<file path="config.mk">
export PLATFORM = sky130hd
export DESIGN_NAME = gprc_gpio
export DESIGN_NICKNAME = d
export VERILOG_FILES = /design/src/hdl/gprc_gpio.v
export VERILOG_INCLUDE_DIRS = /design/src /design/src/hdl
export SDC_FILE = /design/constraint.sdc
export NUM_CORES = 1
export LEC_CHECK = 0
export ABC_AREA = 1
export BUFFER_PORTS_ARGS = -buffer_cell sky130_fd_sc_hd__buf_2
export CAP_MARGIN = 20
export CORE_UTILIZATION = 59
export DETAILED_ROUTE_END_ITERATION = 8
export GPL_ROUTABILITY_DRIVEN = 0
export PLACE_DENSITY = 0.92
export SYNTH_ARGS = -nofsm -noshare
export SYNTH_HDL_FRONTEND = slang
export SYNTH_SLANG_ARGS = --single-unit
</file>
<file path="constraint.sdc">
create_clock -name clk_i -period 3.7 [get_ports clk_i]
set_input_delay 0.37 -clock clk_i [delete_from_list [all_inputs] [get_ports clk_i]]
set_output_delay 0.37 -clock clk_i [all_outputs]
set_load 0.05 [all_outputs]
</file>
<file path="src/hdl/gprc_defines.vh">
`ifndef GPRC_DEFINES_VH
`define GPRC_DEFINES_VH

`define GPRC_NPINS        24
`define GPRC_MODE_W       4
`define GPRC_MODE_ANALOG  4'h0
`define GPRC_MODE_IN_FLT  4'h4
`define GPRC_MODE_IN_PULL 4'h8
`define GPRC_MODE_OUT_PP  4'h1
`define GPRC_MODE_OUT_OD  4'h5
`define GPRC_MODE_ALT_PP  4'h9
`define GPRC_MODE_ALT_OD  4'hd
`define GPRC_MODE_RESET   4'h4

// Word offsets (byte addresses)
`define GPRC_ADR_IN       8'h00
`define GPRC_ADR_OUT      8'h04
`define GPRC_ADR_SET      8'h08
`define GPRC_ADR_CLR      8'h0c
`define GPRC_ADR_WAKE     8'h10
`define GPRC_ADR_CTRL     8'h14
`define GPRC_ADR_IRQ_STAT 8'h18
`define GPRC_ADR_IRQ_MASK 8'h1c
`define GPRC_ADR_CFG0     8'h20
`define GPRC_ADR_CFG1     8'h24
`define GPRC_ADR_CFG2     8'h28
`define GPRC_CFG_WORDS    3

// Control register fields
`define GPRC_CTRL_EXTREG  0
`define GPRC_CTRL_RESET   32'h0000_0001

// Pins with interrupt logic
`define GPRC_IRQ_PINS     24'h00_00ff
// Pins with a peripheral on the alternate output
`define GPRC_ALT_PINS     24'h3f_ffff

`endif

</file>
<file path="src/hdl/gprc_gpio.v">
`timescale 1ns/1ps
`default_nettype none
`include "gprc_defines.vh"

// Functional notes
// - Twenty-four pins, each with its own selectable output, input or analog mode.
// - Conditioned input level always feeds input register and peripheral inputs.
// - Wake logic sees a pin only when its wake enable is set.
// - Interrupt-capable pins also feed their input level to interrupt logic.
// - Analog mode disconnects the digital input and forces it high.
// - Exactly one source drives each pin output at any time.
// - Normal modes: output register drives pin; alternate modes: peripheral drives; pin 7 follows deep sleep while GPRC_CTRL_EXTREG is set.
// - Input and analog modes disable the digital output driver, except on pin 7 while GPRC_CTRL_EXTREG is set.
// - Deep sleep pulls regulator pin low; wake releases it to pull-up.
// - Both internal regulators switch off during deep sleep.
// - Mode codes: 0 analog, 4 input, 8 pulled, 1 push-pull, 5 open-drain, 9 alternate.
// - Pulled input: output bit one selects pull-up, zero selects pull-down.
// - Alternate mode without an owning peripheral drives zero.
module gprc_gpio (
  input  wire        clk_i,
  input  wire        rst_i,
  input  wire [31:0] wb_adr_i,
  input  wire [31:0] wb_dat_i,
  output reg  [31:0] wb_dat_o,
  input  wire        wb_we_i,
  input  wire [3:0]  wb_sel_i,
  input  wire        wb_cyc_i,
  input  wire        wb_stb_i,
  output reg         wb_ack_o,
  output wire        wb_err_o,
  input  wire [23:0] pin_i,
  output reg  [23:0] pin_o,
  output reg  [23:0] pin_oe_n_o,
  output reg  [23:0] pin_pull_up_o,
  output reg  [23:0] pin_pull_down_o,
  output reg  [23:0] pin_analog_o,
  output reg  [23:0] periph_in_o,
  input  wire [23:0] periph_out_i,
  output reg  [23:0] wake_level_o,
  output reg  [23:0] irq_level_o,
  input  wire        deep_sleep_i,
  output reg         ext_regulator_ctl_pin_o,
  output reg         ext_regulator_ctl_pin_oe_n_o,
  output reg         int_reg_1v8_en_o,
  output reg         int_reg_1v25_en_o,
  output wire        irq_o
);

  reg  [23:0] sync1;
  reg  [23:0] sync2;
  reg  [23:0] prev_in;
  reg  [23:0] pin_output_register;
  reg  [23:0] wake_en;
  reg  [31:0] ctrl;
  reg  [23:0] irq_stat;
  reg  [23:0] irq_mask;
  reg  [95:0] pin_mode_config;
  reg         sleep_s1;
  reg         sleep_s2;
  reg  [23:0] pin_input_register;
  reg  [23:0] next_out;
  reg  [31:0] rd_data;
  reg         hit;
  wire [23:0] edge_evt;
  wire        req;
  wire        wr;
  wire [7:0]  adr;
  wire [31:0] wmask;
  integer     k;

  localparam [23:0] ALT_PINS = `GPRC_ALT_PINS;
  localparam [23:0] IRQ_PINS = `GPRC_IRQ_PINS;

  assign req      = wb_cyc_i & wb_stb_i & ~wb_ack_o;
  assign wr       = req & wb_we_i;
  assign adr      = wb_adr_i[7:0];
  assign wmask    = {{8{wb_sel_i[3]}}, {8{wb_sel_i[2]}}, {8{wb_sel_i[1]}}, {8{wb_sel_i[0]}}};
  assign wb_err_o = 1'b0;
  assign edge_evt = (pin_input_register ^ prev_in) & `GPRC_IRQ_PINS;
  assign irq_o    = |(irq_stat & irq_mask);

  // Two flops before any reader; first stage is read only by the second
  always @(posedge clk_i) begin
    if (rst_i) begin
      sync1 <= 24'h00_0000;
      sync2 <= 24'h00_0000;
      sleep_s1 <= 1'b0;
      sleep_s2 <= 1'b0;
    end else begin
      sync1 <= pin_i;
      sync2 <= sync1;
      sleep_s1 <= deep_sleep_i;
      sleep_s2 <= sleep_s1;
    end
  end

  // Per-pin datapath, one mode decoder each
  genvar g;
  generate
    for (g = 0; g < `GPRC_NPINS; g = g + 1) begin : g_pin
      wire [3:0] mode = pin_mode_config[4*g +: 4];
      wire       alt  = (mode == `GPRC_MODE_ALT_PP) || (mode == `GPRC_MODE_ALT_OD);
      wire       od   = (mode == `GPRC_MODE_OUT_OD) || (mode == `GPRC_MODE_ALT_OD);
      wire       outm = (mode == `GPRC_MODE_OUT_PP) || od || alt;
      wire       ana  = (mode == `GPRC_MODE_ANALOG);
      wire       src  = alt ? ALT_PINS[g] & periph_out_i[g]
                            : pin_output_register[g];
      wire       ovr  = (g == 7) && ctrl[`GPRC_CTRL_EXTREG];
      always @* begin
        pin_input_register[g] = ana ? 1'b1 : sync2[g];
      end
      always @(posedge clk_i) begin
        if (rst_i) begin
          pin_o[g]           <= 1'b0;
          pin_oe_n_o[g]      <= 1'b1;
          pin_pull_up_o[g]   <= 1'b0;
          pin_pull_down_o[g] <= 1'b0;
          pin_analog_o[g]    <= 1'b0;
          periph_in_o[g]     <= 1'b1;
          wake_level_o[g]    <= 1'b0;
          irq_level_o[g]     <= 1'b0;
        end else begin
          if (ovr) begin
            pin_o[g]      <= 1'b0;
            pin_oe_n_o[g] <= ~sleep_s2;
          end else begin
            pin_o[g]      <= od ? 1'b0 : src;
            pin_oe_n_o[g] <= ~outm | (od & src);
          end
          pin_pull_up_o[g]   <= ~ovr & (mode == `GPRC_MODE_IN_PULL) & pin_output_register[g];
          pin_pull_down_o[g] <= ~ovr & (mode == `GPRC_MODE_IN_PULL) & ~pin_output_register[g];
          pin_analog_o[g]    <= ana & ~ovr;
          periph_in_o[g]     <= pin_input_register[g];
          wake_level_o[g]    <= wake_en[g] & pin_input_register[g];
          irq_level_o[g]     <= IRQ_PINS[g] & pin_input_register[g];
        end
      end
    end
  endgenerate

  always @* begin
    ext_regulator_ctl_pin_o      = 1'b0;
    ext_regulator_ctl_pin_oe_n_o = pin_oe_n_o[7];
  end

  // Internal regulators off whenever deep sleep is requested
  always @(posedge clk_i) begin
    if (rst_i) begin
      int_reg_1v8_en_o  <= 1'b1;
      int_reg_1v25_en_o <= 1'b1;
    end else begin
      int_reg_1v8_en_o  <= ~sleep_s2;
      int_reg_1v25_en_o <= ~sleep_s2;
    end
  end

  always @* begin
    hit     = 1'b1;
    rd_data = 32'h0000_0000;
    case (adr)
      `GPRC_ADR_IN:       rd_data = {8'h00, pin_input_register};
      `GPRC_ADR_OUT:      rd_data = {8'h00, pin_output_register};
      `GPRC_ADR_SET:      rd_data = 32'h0000_0000;
      `GPRC_ADR_CLR:      rd_data = 32'h0000_0000;
      `GPRC_ADR_WAKE:     rd_data = {8'h00, wake_en};
      `GPRC_ADR_CTRL:     rd_data = ctrl;
      `GPRC_ADR_IRQ_STAT: rd_data = {8'h00, irq_stat};
      `GPRC_ADR_IRQ_MASK: rd_data = {8'h00, irq_mask};
      `GPRC_ADR_CFG0:     rd_data = pin_mode_config[31:0];
      `GPRC_ADR_CFG1:     rd_data = pin_mode_config[63:32];
      `GPRC_ADR_CFG2:     rd_data = pin_mode_config[95:64];
      default:            hit = 1'b0;
    endcase
    next_out = pin_output_register;
    if (wr && adr == `GPRC_ADR_OUT)
      next_out = (pin_output_register & ~wmask[23:0]) | (wb_dat_i[23:0] & wmask[23:0]);
    else if (wr && adr == `GPRC_ADR_SET)
      next_out = pin_output_register | (wb_dat_i[23:0] & wmask[23:0]);
    else if (wr && adr == `GPRC_ADR_CLR)
      next_out = pin_output_register & ~(wb_dat_i[23:0] & wmask[23:0]);
  end

  always @(posedge clk_i) begin
    if (rst_i) begin
      wb_ack_o            <= 1'b0;
      wb_dat_o            <= 32'h0000_0000;
      pin_output_register <= 24'h00_0000;
      wake_en             <= 24'h00_0000;
      ctrl                <= `GPRC_CTRL_RESET;
      irq_stat            <= 24'h00_0000;
      irq_mask            <= 24'h00_0000;
      prev_in             <= 24'h00_0000;
      for (k = 0; k < `GPRC_NPINS; k = k + 1)
        pin_mode_config[4*k +: 4] <= `GPRC_MODE_RESET;
    end else begin
      wb_ack_o            <= req;
      wb_dat_o            <= (req & ~wb_we_i) ? rd_data : 32'h0000_0000;
      pin_output_register <= next_out;
      prev_in             <= pin_input_register;
      // Unmapped addresses still ack; reads give zero, writes vanish
      if (wr && adr == `GPRC_ADR_WAKE)
        wake_en <= (wake_en & ~wmask[23:0]) | (wb_dat_i[23:0] & wmask[23:0]);
      if (wr && adr == `GPRC_ADR_CTRL)
        ctrl <= {31'h0000_0000, (wb_sel_i[0] ? wb_dat_i[0] : ctrl[0])};
      if (wr && adr == `GPRC_ADR_IRQ_MASK)
        irq_mask <= (irq_mask & ~wmask[23:0]) | (wb_dat_i[23:0] & wmask[23:0]);
      if (wr && adr == `GPRC_ADR_CFG0)
        pin_mode_config[31:0] <= (pin_mode_config[31:0] & ~wmask) | (wb_dat_i & wmask);
      if (wr && adr == `GPRC_ADR_CFG1)
        pin_mode_config[63:32] <= (pin_mode_config[63:32] & ~wmask) | (wb_dat_i & wmask);
      if (wr && adr == `GPRC_ADR_CFG2)
        pin_mode_config[95:64] <= (pin_mode_config[95:64] & ~wmask) | (wb_dat_i & wmask);
      // Read clears, but a same-cycle edge survives
      if (req && !wb_we_i && adr == `GPRC_ADR_IRQ_STAT)
        irq_stat <= edge_evt;
      else
        irq_stat <= irq_stat | edge_evt;
    end
  end

endmodule
`default_nettype wire

</file>
# Word level (Yosys, flattened, before mapping)
# Cells that the tools add are included.
[word_totals] regBits=461 elab_cells=740 ram_bits=0 inputBits=122 latch_bits=0 rom_bits=0 n_memories=0
[classes] eq_ne=130 order_cmp=0 mux=54 n_reduce_logical=162 addsub=0 n_shift=0 div=0 mul=0 bitwise_logic=201
[op_table] op="equality test 4 bit, second input constant" n=72
[op_table] op="case mux 32 bit (9 select lines)" n=1
[op_table] op="AND 24 bit" n=6
[op_table] op="AND 32 bit" n=4
[op_table] op="AND 1 bit" n=102
[op_table] op="equality test 4 x 1 -> 1 bit, second input constant" n=24
[op_table] op="equality test 4 x 3 -> 1 bit, second input constant" n=24
[op_table] op="zero test 4 bit" n=24
[op_table] op="logical OR 1 bit" n=96
[op_table] op="bitwise OR 24 bit" n=4
[op_table] op="bitwise OR 32 bit" n=3
[op_table] op="two-way mux 24 bit" n=3
[op_table] op="inverter 1 bit" n=53
[op_table] op="OR reduction 2 bit" n=25
[op_table] op="two-way mux 1 bit" n=49
[op_table] op="inverter 24 bit" n=2
[op_table] op="equality test 8 x 5 -> 1 bit, second input constant" n=4
[op_table] op="inverter 32 bit" n=1
[op_table] op="equality test 8 x 6 -> 1 bit, second input constant" n=3
[op_table] op="bitwise OR 1 bit" n=24
[op_table] op="bitwise OR 24 x 8 -> 24 bit" n=1
[op_table] op="OR reduction 24 bit" n=1
[op_table] op="equality test 8 x 4 -> 1 bit, second input constant" n=2
[op_table] op="logical AND 1 bit" n=11
[op_table] op="other kinds (8)" n=8

# Logic depth before layout (Yosys ltp)
# Gate-level depths: netlist of run 1.
[logic_depth] ltp_word=7 depth_mapped=11 depth_no_buf=10

# Worst setup path before layout of run 1
# No wires, ideal clock.
[synth_timing] path_type="reg-to-reg" startpoint="register wb_ack_o" endpoint="register with a tool-made name" path_buffers=1 arrival_ns=1.495 setup_ns=0.135 slack_ns=2.070 stages_incl_launch_ff=8 cell_sequence="dfxtp_1 -> nor2_2 -> nand2_4 -> nor2_1 -> nand2_4 -> buf_6 -> nor2_1 -> a211oi_1"
[synth_lines] item="from (decl)" line_no="gprc_gpio.v:29" text="output reg wb_ack_o,"
[synth_lines] item="from (signal assigned)" line_no="gprc_gpio.v:196" text="wb_ack_o <= req;"

==> results.tsv, run 1 <==
metric	value	unit
RSZ-0062 raised after global routing	no	
layout cells sized above 1	18.99	%
static leakage	8.994	nW
Max Root-Sink Buffers	3	
FF+latch count, synth	437	
worst reg2reg path depth	8	
final net count	2553	
fin area	0.01985	sq mm
DRT Pass-1 Iters	9	
run status	completed	
Initial Utilization	60.11	%
WP data arrival	2700	ps
dpl cell area	0.01835	sq mm
footprint of the multi-input gates	0.006335	sq mm
port bufs	308	
Post-DP HPWL	36350	microns
pin count of the biggest net entering global routing	104	
worst setup margin	1401	ps
core outline area	0.02786	sq mm
cts hold-fix bufs	0	
# H-tree levels	2	
std cell rows	61	
Final Skew	18.42	ps
Final ANT Viol Nets	0	
period utilisation layout	62.13	%
synth warn	0	
Hold Vio Cnt, Final	0	
I/O pins	353	
post-synth top area share	52.25	%
Tmin final	2299	ps
sequential fraction of the synthesis area	52.25	%
Reg2Reg Setup Slack	1470	ps
wire length per cell	18.86	microns
required time worst endpoint	4100	ps
Gate Count Post-Synth	2157	
Tightest Pin Transition	1028	ps
vias in the first global route	15200	
cell taking the most area after synthesis	dfxtp_1	
fillers	2012	
Hold Crit Class	input port to flip-flop	
Int Pwr	7.600	mW
headroom to the max-slew limit	31.49	%
CTS tree	yes	
dpl ws	1038	ps
clock transition at the registers of the reported paths	60	ps
Iteration-0 DRC Markers	2234	
Die Wd	170.5	microns
DR vias	16330	
endpoints failing setup	0	
Post-Syn Area	0.01674	sq mm
crit path kind	input port to flip-flop	
Power Dens Cells	495.2	mW/mm^2
Post-CTS Resized	0	
Die H	170.5	microns
Gate power share	4.9	%
VDD IR max	0.3528	mV
synth top area cells	dfxtp_1 (52%), nand2_1 (8.5%), inv_1 (6.5%)	
Area Growth Syn to Fin	18.55	%
CP Capture Type	flip-flop	
grt ovf	0	
initial antenna violation count	5	
part of the power in registers	48.6	%
critical path peak fanout	22	
switching power	2.231	mW
Clk network pwr share	46.5	%
max cap viols	0	
unique cell type count in the Yosys netlist	35	
Register Area	0.008748	sq mm
fmax	435.0	MHz
Num Clock Sinks	437	
critical path startpoint category	input port	
Tot Pwr	9.830	mW
hold path endpoint	sync1[1]$_SDFF_PP0_	
DRC viols	0	
Avg Vias per Cell	5.739	
final slew viol count	0	
Worst-Skew Late Latency	540	ps
first-pass GRT wire length	80830	microns
setup TNS	0	ps
die area	0.02906	sq mm
Post-Route WL	53670	microns
CTS root buffer	clkbuf_16	
setup bufs post-CTS	0	
Hold Crit Start	pin_i[1]	
Avg Synthesized Cell Area	7.763	sq um
Min Hold Slack	34.58	ps
Sw Ratio	22.69	%
GRT Util Overall	36.35	%
RR Startpoint	wb_ack_o$_SDFF_PP0_	
Hold Crit Depth	3	
CTS Buf Count	42	
synth_stat cells:
| cell | instances |
|---|---|
| nand3_2 | 5 |
| clkinv_1 | 5 |
| nand2_4 | 8 |
| inv_2 | 6 |
| a211oi_1 | 31 |
| nor2_2 | 29 |
| o22ai_1 | 6 |
| buf_4 | 25 |
| nor3_1 | 71 |
| a31oi_1 | 2 |
| inv_1 | 290 |
| o211ai_1 | 50 |
| a21oi_1 | 113 |
| o21ai_1 | 17 |
| nor2_8 | 2 |
| nand4_1 | 15 |
| clkbuf_1 | 45 |
| nor2_1 | 254 |
| a221oi_1 | 1 |
| nor3_2 | 1 |
| o311ai_0 | 2 |
| dfxtp_1 | 437 |
| nand2_1 | 377 |
| conb_1 | 1 |
| nand3_1 | 139 |
| buf_6 | 8 |
| o21ai_0 | 155 |
| a211oi_2 | 1 |
| nor2_4 | 9 |
| inv_4 | 1 |
| buf_2 | 27 |
| xnor2_1 | 7 |
| nand2_2 | 14 |
| xor2_1 | 1 |
| buf_1 | 2 |
power by group through the flow:
stage,logic (mW),registers [mW],clock network (mW)
2_1_floorplan,0.234,4.95,0
3_3_place_gp,0.451,4.88,0
3_5_place_dp,0.463,4.88,0
4_1_cts,0.468,4.78,4.58
5_1_grt,0.508,4.78,4.77
6_report,0.481,4.78,4.57
logic make-up (layout without fill, tap and decap cells):
| logic type | count (synthesis) | count (layout) | synth area share [%] |
|---|---|---|---|
| buffers and inverters | 409 | 699 | 10.30 |
| other | 1 | 22 | 0.02239 |
| AND/OR/NAND/NOR | 924 | 924 | 24.33 |
| flip-flops | 437 | 437 | 52.25 |
| XOR/XNOR | 8 | 8 | 0.4185 |
| AO/OA/AOI/OAI | 378 | 378 | 12.68 |
routing by layer:
metal  track usage [%]  routed length [microns]  vias up
met1             43.65                    19350     7396
met3             7.837                     6292      298
met4             26.75                     4071        2
met2             57.54                    23940     1230
li1                  -                        -     7408
met5                 0                       13        -
area by class of cell:
| cell class | count | share of cell area, % |
|---|---|---|
| antenna | 4 | 0.05042 |
| timing repair buffer | 320 | 8.313 |
| tap | 378 | 2.382 |
| sequential | 437 | 44.07 |
| clock buffer | 59 | 6.341 |
| clock inverter | 18 | 1.198 |
| multi-input combinational | 1328 | 31.91 |
| inverter | 302 | 5.736 |
critical path, cell delays in order:
cell and delay (ps):
buf_2 130, inv_1 90, nand2_2 140, nor2_1 140
buf_4 330, nand2_1 420, nor2_4 390, nand2_1 340
o21ai_0 280, a21oi_1 60
how the worst max path moves through the flow:
stage	from	endpoint	slack, ps	cells past startpoint
global placement	wb_adr_i[1]	flip-flop	1110	10
detailed placement	wb_adr_i[1]	flip-flop	1040	10
finish	wb_adr_i[1]	flip-flop	1400	10
CTS	wb_adr_i[1]	flip-flop	1530	10
floorplan	wb_ack_o$_SDFF_PP0_	flip-flop	2070	7
global route	wb_ack_o$_SDFF_PP0_	flip-flop	1340	6
per-stage QoR:
stage	instances	util, %
floorplan	2174	-
global placement	2765	65.85
detailed placement	2765	65.85
CTS	2842	71.22
global route	2846	71.26
finish	2846	71.26
cells in the final DEF (no fill, tap or decap), drive strengths merged:
cell type | Yosys | layout
nand2 | 399 | 399
bufinv | 0 | 5
o311ai | 2 | 2
inv | 297 | 299
nand3 | 144 | 144
a31oi | 2 | 2
diode | 0 | 4
clkbuf | 45 | 59
o211ai | 50 | 50
nor3 | 72 | 72
o21ai | 172 | 172
nor2 | 294 | 294
buf | 62 | 320
conb | 1 | 18
a211oi | 32 | 32
a221oi | 1 | 1
xor2 | 1 | 1
a21oi | 113 | 113
nand4 | 15 | 15
clkinv | 5 | 13
clkinvlp | 0 | 3
xnor2 | 7 | 7
dfxtp | 437 | 437
o22ai | 6 | 6
No activity file was read; power rests on OpenSTA's default activity.
==> run 2, diff against run 1 <==
- CORE_UTILIZATION: 59 -> 49
- PLACE_DENSITY: 0.92 -> 0.83
- clock period: 3.7 -> 1.9 ns (I/O delays scaled with it)
==> results.tsv, run 2 (synthesis gave the netlist of run 1 again) <==
metric	value	unit	change
run status	completed		unchanged
Power Dens Cells	921.8	mW/mm^2	was 495.2 mW/mm^2
final net count	2652		was 2553
RR Startpoint	wb_ack_o$_SDFF_PP0_		unchanged
clock transition at the registers of the reported paths	70	ps	was 60 ps
Hold Crit Start	wb_dat_i[2]		was pin_i[1]
first-pass GRT wire length	81370	microns	was 80830 microns
commonest cells after routing, fill and taps aside	dfxtp_1 (436), nand2_1 (375), buf_2 (306)		was dfxtp_1 (437), nand2_1 (377), buf_2 (307)
Sw Ratio	22.58	%	was 22.69%
commonest non-fill, non-tap cell in the layout	dfxtp_1		unchanged
layout cells sized above 1	20.23	%	was 18.99%
Int Pwr	14.93	mW	was 7.600 mW
Hold Vio Cnt, Final	0		unchanged
Post-Route WL	53440	microns	was 53670 microns
critical path startpoint category	flip-flop		was input port
footprint of the multi-input gates	0.006365	sq mm	was 0.006335 sq mm
Avg Vias per Cell	5.288		was 5.739
Final Non-Filler Cells	3012		was 2846
port bufs	308		unchanged
crit path kind	flip-flop to primary output		was input port to flip-flop
Hold Crit Class	input port to flip-flop		unchanged
GRT Util Overall	29.49	%	was 36.35%
Die H	186.9	microns	was 170.5 microns
CTS root buffer	clkbuf_16		unchanged
Final ANT Viol Nets	0		unchanged
CTS Buf Count	43		was 42
wire length per cell	17.74	microns	was 18.86 microns
static leakage	9.465	nW	was 8.994 nW
Final Skew	18.45	ps	was 18.42 ps
headroom to the max-slew limit	56.32	%	was 31.49%
DRC viols	0		unchanged
# H-tree levels	2		unchanged
DR vias	15930		was 16330
CP Launch Point	irq_stat[3]$_SDFF_PP0_		was wb_adr_i[1]
fillers	2789		was 2012
max cap viols	0		unchanged
Num Clock Sinks	437		unchanged
vias in the first global route	15080		was 15200
Hold Crit Depth	3		unchanged
core outline area	0.03362	sq mm	was 0.02786 sq mm
std cell rows	67		was 61
worst reg2reg path depth	7		was 8
DRT Pass-1 Iters	6		was 9
setup bufs post-CTS	0		unchanged
Initial Utilization	49.81	%	was 60.11%
Worst-Skew Late Latency	540	ps	about the same
CTS tree	yes		unchanged
Post-DP HPWL	37930	microns	was 36350 microns
I/O pins	353		unchanged
RSZ-0062 raised after global routing	no		unchanged
endpoints failing setup	0		unchanged
final slew viol count	0		unchanged
period utilisation layout	96.78	%	
Tot Pwr	19.29	mW	was 9.830 mW
Max Root-Sink Buffers	3		unchanged
Iteration-0 DRC Markers	1755		was 2234
required time worst endpoint	1710	ps	was 4100 ps
switching power	4.356	mW	was 2.231 mW
WP data arrival	1650	ps	was 2700 ps
Tmin final	1839	ps	
pin count of the biggest net entering global routing	107		was 104
Tightest Pin Transition	651.3	ps	was 1028 ps
Area Growth Syn to Fin	24.98	%	was 18.55%
VDD IR max	0.5774	mV	was 0.3528 mV
Register Area	0.008750	sq mm	was 0.008748 sq mm
initial antenna violation count	5		unchanged
part of the power in registers	48.2	%	was 48.6%
Gate power share	5.4	%	was 4.9%
Die Wd	186.9	microns	was 170.5 microns
fmax	543.8	MHz	
die area	0.03492	sq mm	was 0.02906 sq mm
Clk network pwr share	46.4	%	was 46.5%
critical path peak fanout	3		was 22
CP Capture Type	primary output		was flip-flop
grt ovf	0		unchanged
placed insts	2881		was 2765
## run 2: changes by cell type in the layout (fill, tap and decap cells not counted), sizes merged
cell | previous run | this run
dlygate4sd3 | 0 | 52
buf | 320 | 366
clkinv | 13 | 10
clkinvlp | 3 | 6
clkbuf | 59 | 57
bufinv | 5 | 6
inv | 299 | 298
## run 2: worst paths after layout
kind | endpoint | slack, ps
max | irq_o | 60
min | flip-flop | 20
max reg2reg | flip-flop | 80
min reg2reg | sync2[15]$_SDFF_PP0_ | 400
## run 2: critical path, cell delays in order (launching register included)
cell and delay [ps]:
dfxtp_1 340, nand2_1 100, nand2_2 70, a221oi_4 220
nand3_2 180, buf_8 190
## run 2: layer usage
metal	vias up	GRT usage [%]	wire, microns
li1	7603	-	-
met1	7254	37.65	21120
met2	905	48.08	24810
met3	163	4.972	4851
met4	2	15.13	2637
met5	-	0	11
## run 2: power groups by stage
stage / clock, mW / sequential (mW) / combinational, mW
finish: 8.95 / 9.31 / 1.04
global route: 9.43 / 9.31 / 1.10
CTS: 9.02 / 9.30 / 1.02
detailed placement: 0 / 9.51 / 0.926
global placement: 0 / 9.50 / 0.915
floorplan: 0 / 9.64 / 0.455
## run 2: layout make-up
type,instances,area share (%)
Timing Repair Buffer,418,12.49
Clock buffer,57,5.883
Clock inverter,18,1.238
Tap cell,448,2.678
Sequential cell,437,41.81
Multi-Input combinational cell,1328,30.41
Antenna cell,4,0.04783
Inverter,302,5.441
## run 2: metrics by stage
step,cell area [sq um],worst slack [ps],utilization (%),setup TNS (ps),hold slack (ps)
after global placement,18870,45.71,56.13,0,379.3
final,20930,61.16,62.25,0,20.90
after floorplan,16810,270.3,-,0,297.0
after CTS,20890,17.82,62.15,0,0.3501
after global routing,20930,16.46,62.25,0,25.48
after detailed placement,18870,-28.63,56.13,-53.80,392.0
## run 2: repair_timing
action                                  in CTS  in global routing
endpoints found under the setup margin       1                  2
pin swaps                                    0                  1
gates resized for setup                      3                  6
hold buffers                                52                  0
endpoints found under the hold margin       76                  0
==> run 3, diff against run 2 <==
- ABC_AREA: 1 -> 0
- HOLD_SLACK_MARGIN: unset -> 0.05
- PLACE_DENSITY: 0.83 -> 0.82
==> results.tsv, run 3 <==
metric	value	unit	change
Iteration-0 DRC Markers	1706		was 1755
Hold Crit Class	input port to flip-flop		unchanged
switching power	4.427	mW	was 4.356 mW
die area	0.03551	sq mm	was 0.03492 sq mm
Gate power share	6.2	%	was 5.4%
Tmin final	1857	ps	was 1839 ps
cell taking the most area after synthesis	dfxtp_1		unchanged
fmax	538.4	MHz	was 543.8 MHz
post-synth top area share	51.36	%	was 52.25%
endpoints failing setup	0		unchanged
Avg Vias per Cell	5.830		was 5.288
critical path startpoint category	flip-flop		unchanged
most instantiated cells after synthesis	dfxtp_1 (437), nor2_1 (213), mux2i_1 (130)		was dfxtp_1 (437), nand2_1 (377), inv_1 (290)
wire length per cell	20.09	microns	was 17.74 microns
VDD IR max	0.6674	mV	was 0.5774 mV
Die H	188.5	microns	was 186.9 microns
max cap viols	0		unchanged
met3 routed WL	5205	microns	was 4851 microns
Hold Vio Cnt, Final	0		unchanged
fillers	2662		was 2789
Avg Synthesized Cell Area	9.484	sq um	was 7.763 sq um
RR Startpoint	wb_ack_o$_SDFF_PP0_		unchanged
std cell rows	67		unchanged
run status	completed		unchanged
clock transition at the registers of the reported paths	60	ps	was 70 ps
unique cell type count in the Yosys netlist	63		was 35
Int Pwr	15.16	mW	was 14.93 mW
Final ANT Viol Nets	0		unchanged
static leakage	10.01	nW	was 9.465 nW
Reg2Reg Setup Slack	40	ps	was 80 ps
I/O pins	353		unchanged
Power Dens Cells	888.8	mW/mm^2	was 921.8 mW/mm^2
port bufs	308		unchanged
Post-Syn Area	0.01703	sq mm	was 0.01674 sq mm
dpl cell area	0.01966	sq mm	was 0.01887 sq mm
synth top area cells	dfxtp_1 (51%), mux2i_1 (7.6%), nor2_1 (4.7%)		was dfxtp_1 (52%), nand2_1 (8.5%), inv_1 (6.5%)
vias in the first global route	15340		was 15080
pin count of the biggest net entering global routing	68		was 107
worst setup margin	42.67	ps	was 61.16 ps
synth warn	0		unchanged
top layer in use	met5		unchanged
grt ovf	0		unchanged
CTS Buf Count	44		was 43
Max Root-Sink Buffers	3		unchanged
DR vias	15830		was 15930
footprint of the multi-input gates	0.007672	sq mm	was 0.006365 sq mm
Tot Pwr	19.58	mW	was 19.29 mW
routed length on met1	21200	microns	was 21120 microns
Hold Crit Start	wb_sel_i[3]		was wb_dat_i[2]
Final Non-Filler Cells	2716		was 3012
final slew viol count	0		unchanged
critical path peak fanout	44		was 3
Area Growth Syn to Fin	29.37	%	was 24.98%
headroom to the max-slew limit	42.32	%	was 56.32%
commonest non-fill, non-tap cell in the layout	dfxtp_1		unchanged
Num Clock Sinks	437		unchanged
part of the power in registers	47.6	%	was 48.2%
Initial Utilization	50.30	%	was 49.81%
Final Skew	9.117	ps	was 18.45 ps
sequential fraction of the synthesis area	51.36	%	was 52.25%
commonest cells after routing, fill and taps aside	dfxtp_1 (436), buf_2 (307), nor2_1 (213)		was dfxtp_1 (436), nand2_1 (375), buf_2 (306)
period utilisation layout	97.75	%	was 96.78%
FF+latch count, synth	437		unchanged
required time worst endpoint	2350	ps	was 1710 ps
Sw Ratio	22.60	%	was 22.58%
layout cells sized above 1	23.47	%	was 20.23%
Min Hold Slack	64.10	ps	was 20.90 ps
Die Wd	188.5	microns	was 186.9 microns
first-pass GRT wire length	83050	microns	was 81370 microns
cell with the most instances after synthesis	dfxtp_1		unchanged
Top FF cell, synth	dfxtp_1		unchanged
fin area	0.02204	sq mm	was 0.02093 sq mm
worst reg2reg path depth	5		was 7
Gate Count Post-Synth	1796		was 2157
CTS root buffer	clkbuf_16		unchanged
core outline area	0.03387	sq mm	was 0.03362 sq mm
setup TNS	0	ps	unchanged
GRT Util Overall	29.61	%	was 29.49%
Post-synth EDFFs	0		unchanged
metal2 WL	25120	microns	was 24810 microns
post-route core utilization	65.07	%	was 62.25%
Post-DP HPWL	37610	microns	was 37930 microns
crit path kind	flip-flop to flip-flop		was flip-flop to primary output
dpl ws	-11.56	ps	was -28.63 ps
Post-synth ARST share	0	%	unchanged
DRT Pass-1 Iters	5		was 6
WP data arrival	2310	ps	was 1650 ps
Register Area	0.008752	sq mm	was 0.008750 sq mm
Hold Crit Depth	3		unchanged
DRC viols	0		unchanged
CTS tree	yes		unchanged
final net count	2352		was 2652
Tightest Pin Transition	863.5	ps	was 651.3 ps
# H-tree levels	2		unchanged
CP Capture Type	flip-flop		was primary output
Worst-Skew Late Latency	540	ps	about the same
Post-Route WL	54550	microns	was 53440 microns
RSZ-0062 raised after global routing	no		unchanged
Clk network pwr share	46.2	%	was 46.4%
placed insts	2549		was 2881
initial antenna violation count	6		was 5
-- run 3: cell count changes in the layout (fill, tap and decap cells not counted), moves of 57 or more --
cell,change
nor2b_1,+75
nand2_1,-285
inv_1,-258
nand3_1,-75
mux2i_1,+130
nor3_1,-57
o21ai_0,-94
-- run 3: area by class of cell --
cell class / count / area share (%)
Clock buffer: 59 / 5.894
Tap cell: 448 / 2.544
Multi-Input combinational cell: 1215 / 34.82
Inverter: 32 / 0.5451
Clock inverter: 19 / 1.050
Antenna cell: 6 / 0.06814
Timing Repair Buffer: 500 / 15.36
Sequential cell: 437 / 39.72
-- run 3: worst max-delay path by stage --
stage	startpoint	endpoint	slack [ps]	cells past startpoint
detailed placement	wb_adr_i[2]	wb_dat_o[6]$_SDFF_PP0_	-10	6
finish	wb_ack_o$_SDFF_PP0_	flip-flop	40	5
global placement	wb_adr_i[2]	wb_dat_o[6]$_SDFF_PP0_	20	6
CTS	wb_ack_o$_SDFF_PP0_	flip-flop	90	5
global route	wb_ack_o$_SDFF_PP0_	flip-flop	20	6
floorplan	wb_ack_o$_SDFF_PP0_	flip-flop	10	7
-- run 3: routing by layer --
layer  track usage (%)  vias up
met1             36.86     7458
met3             5.737      216
li1                  -     7252
met4             16.35        2
met2             48.19      906
met5                 0        -
-- run 3: timing repair --
item                       4_1_cts  5_1_grt
hold endpoints to repair       173        0
setup endpoints to repair        0        4
hold buffers                    82        0
setup buffers                    0        1
resized for setup                0        1
-- run 3: cells by family after synthesis --
family,share of synthesized area (%)
flip-flops,51.36
XOR/XNOR,0.4114
other,0.02202
buffers and inverters,4.209
AND/OR/NAND/NOR,21.65
multiplexers,8.102
AO/OA/AOI/OAI,14.24
-- run 3: power by group through the flow --
stage,logic (mW),registers [mW],clock network [mW]
global route,1.28,9.32,9.55
floorplan,0.526,9.65,0
finish,1.22,9.31,9.05
detailed placement,1.05,9.52,0
CTS,1.19,9.31,9.13
global placement,1.03,9.51,0
-- run 3: worst max-delay path: stages (launching register included) --
cell and delay (ps):
dfxtp_4 350, and4b_2 310, buf_12 240, and2_0 450, nand3_1 180, a21oi_1 200
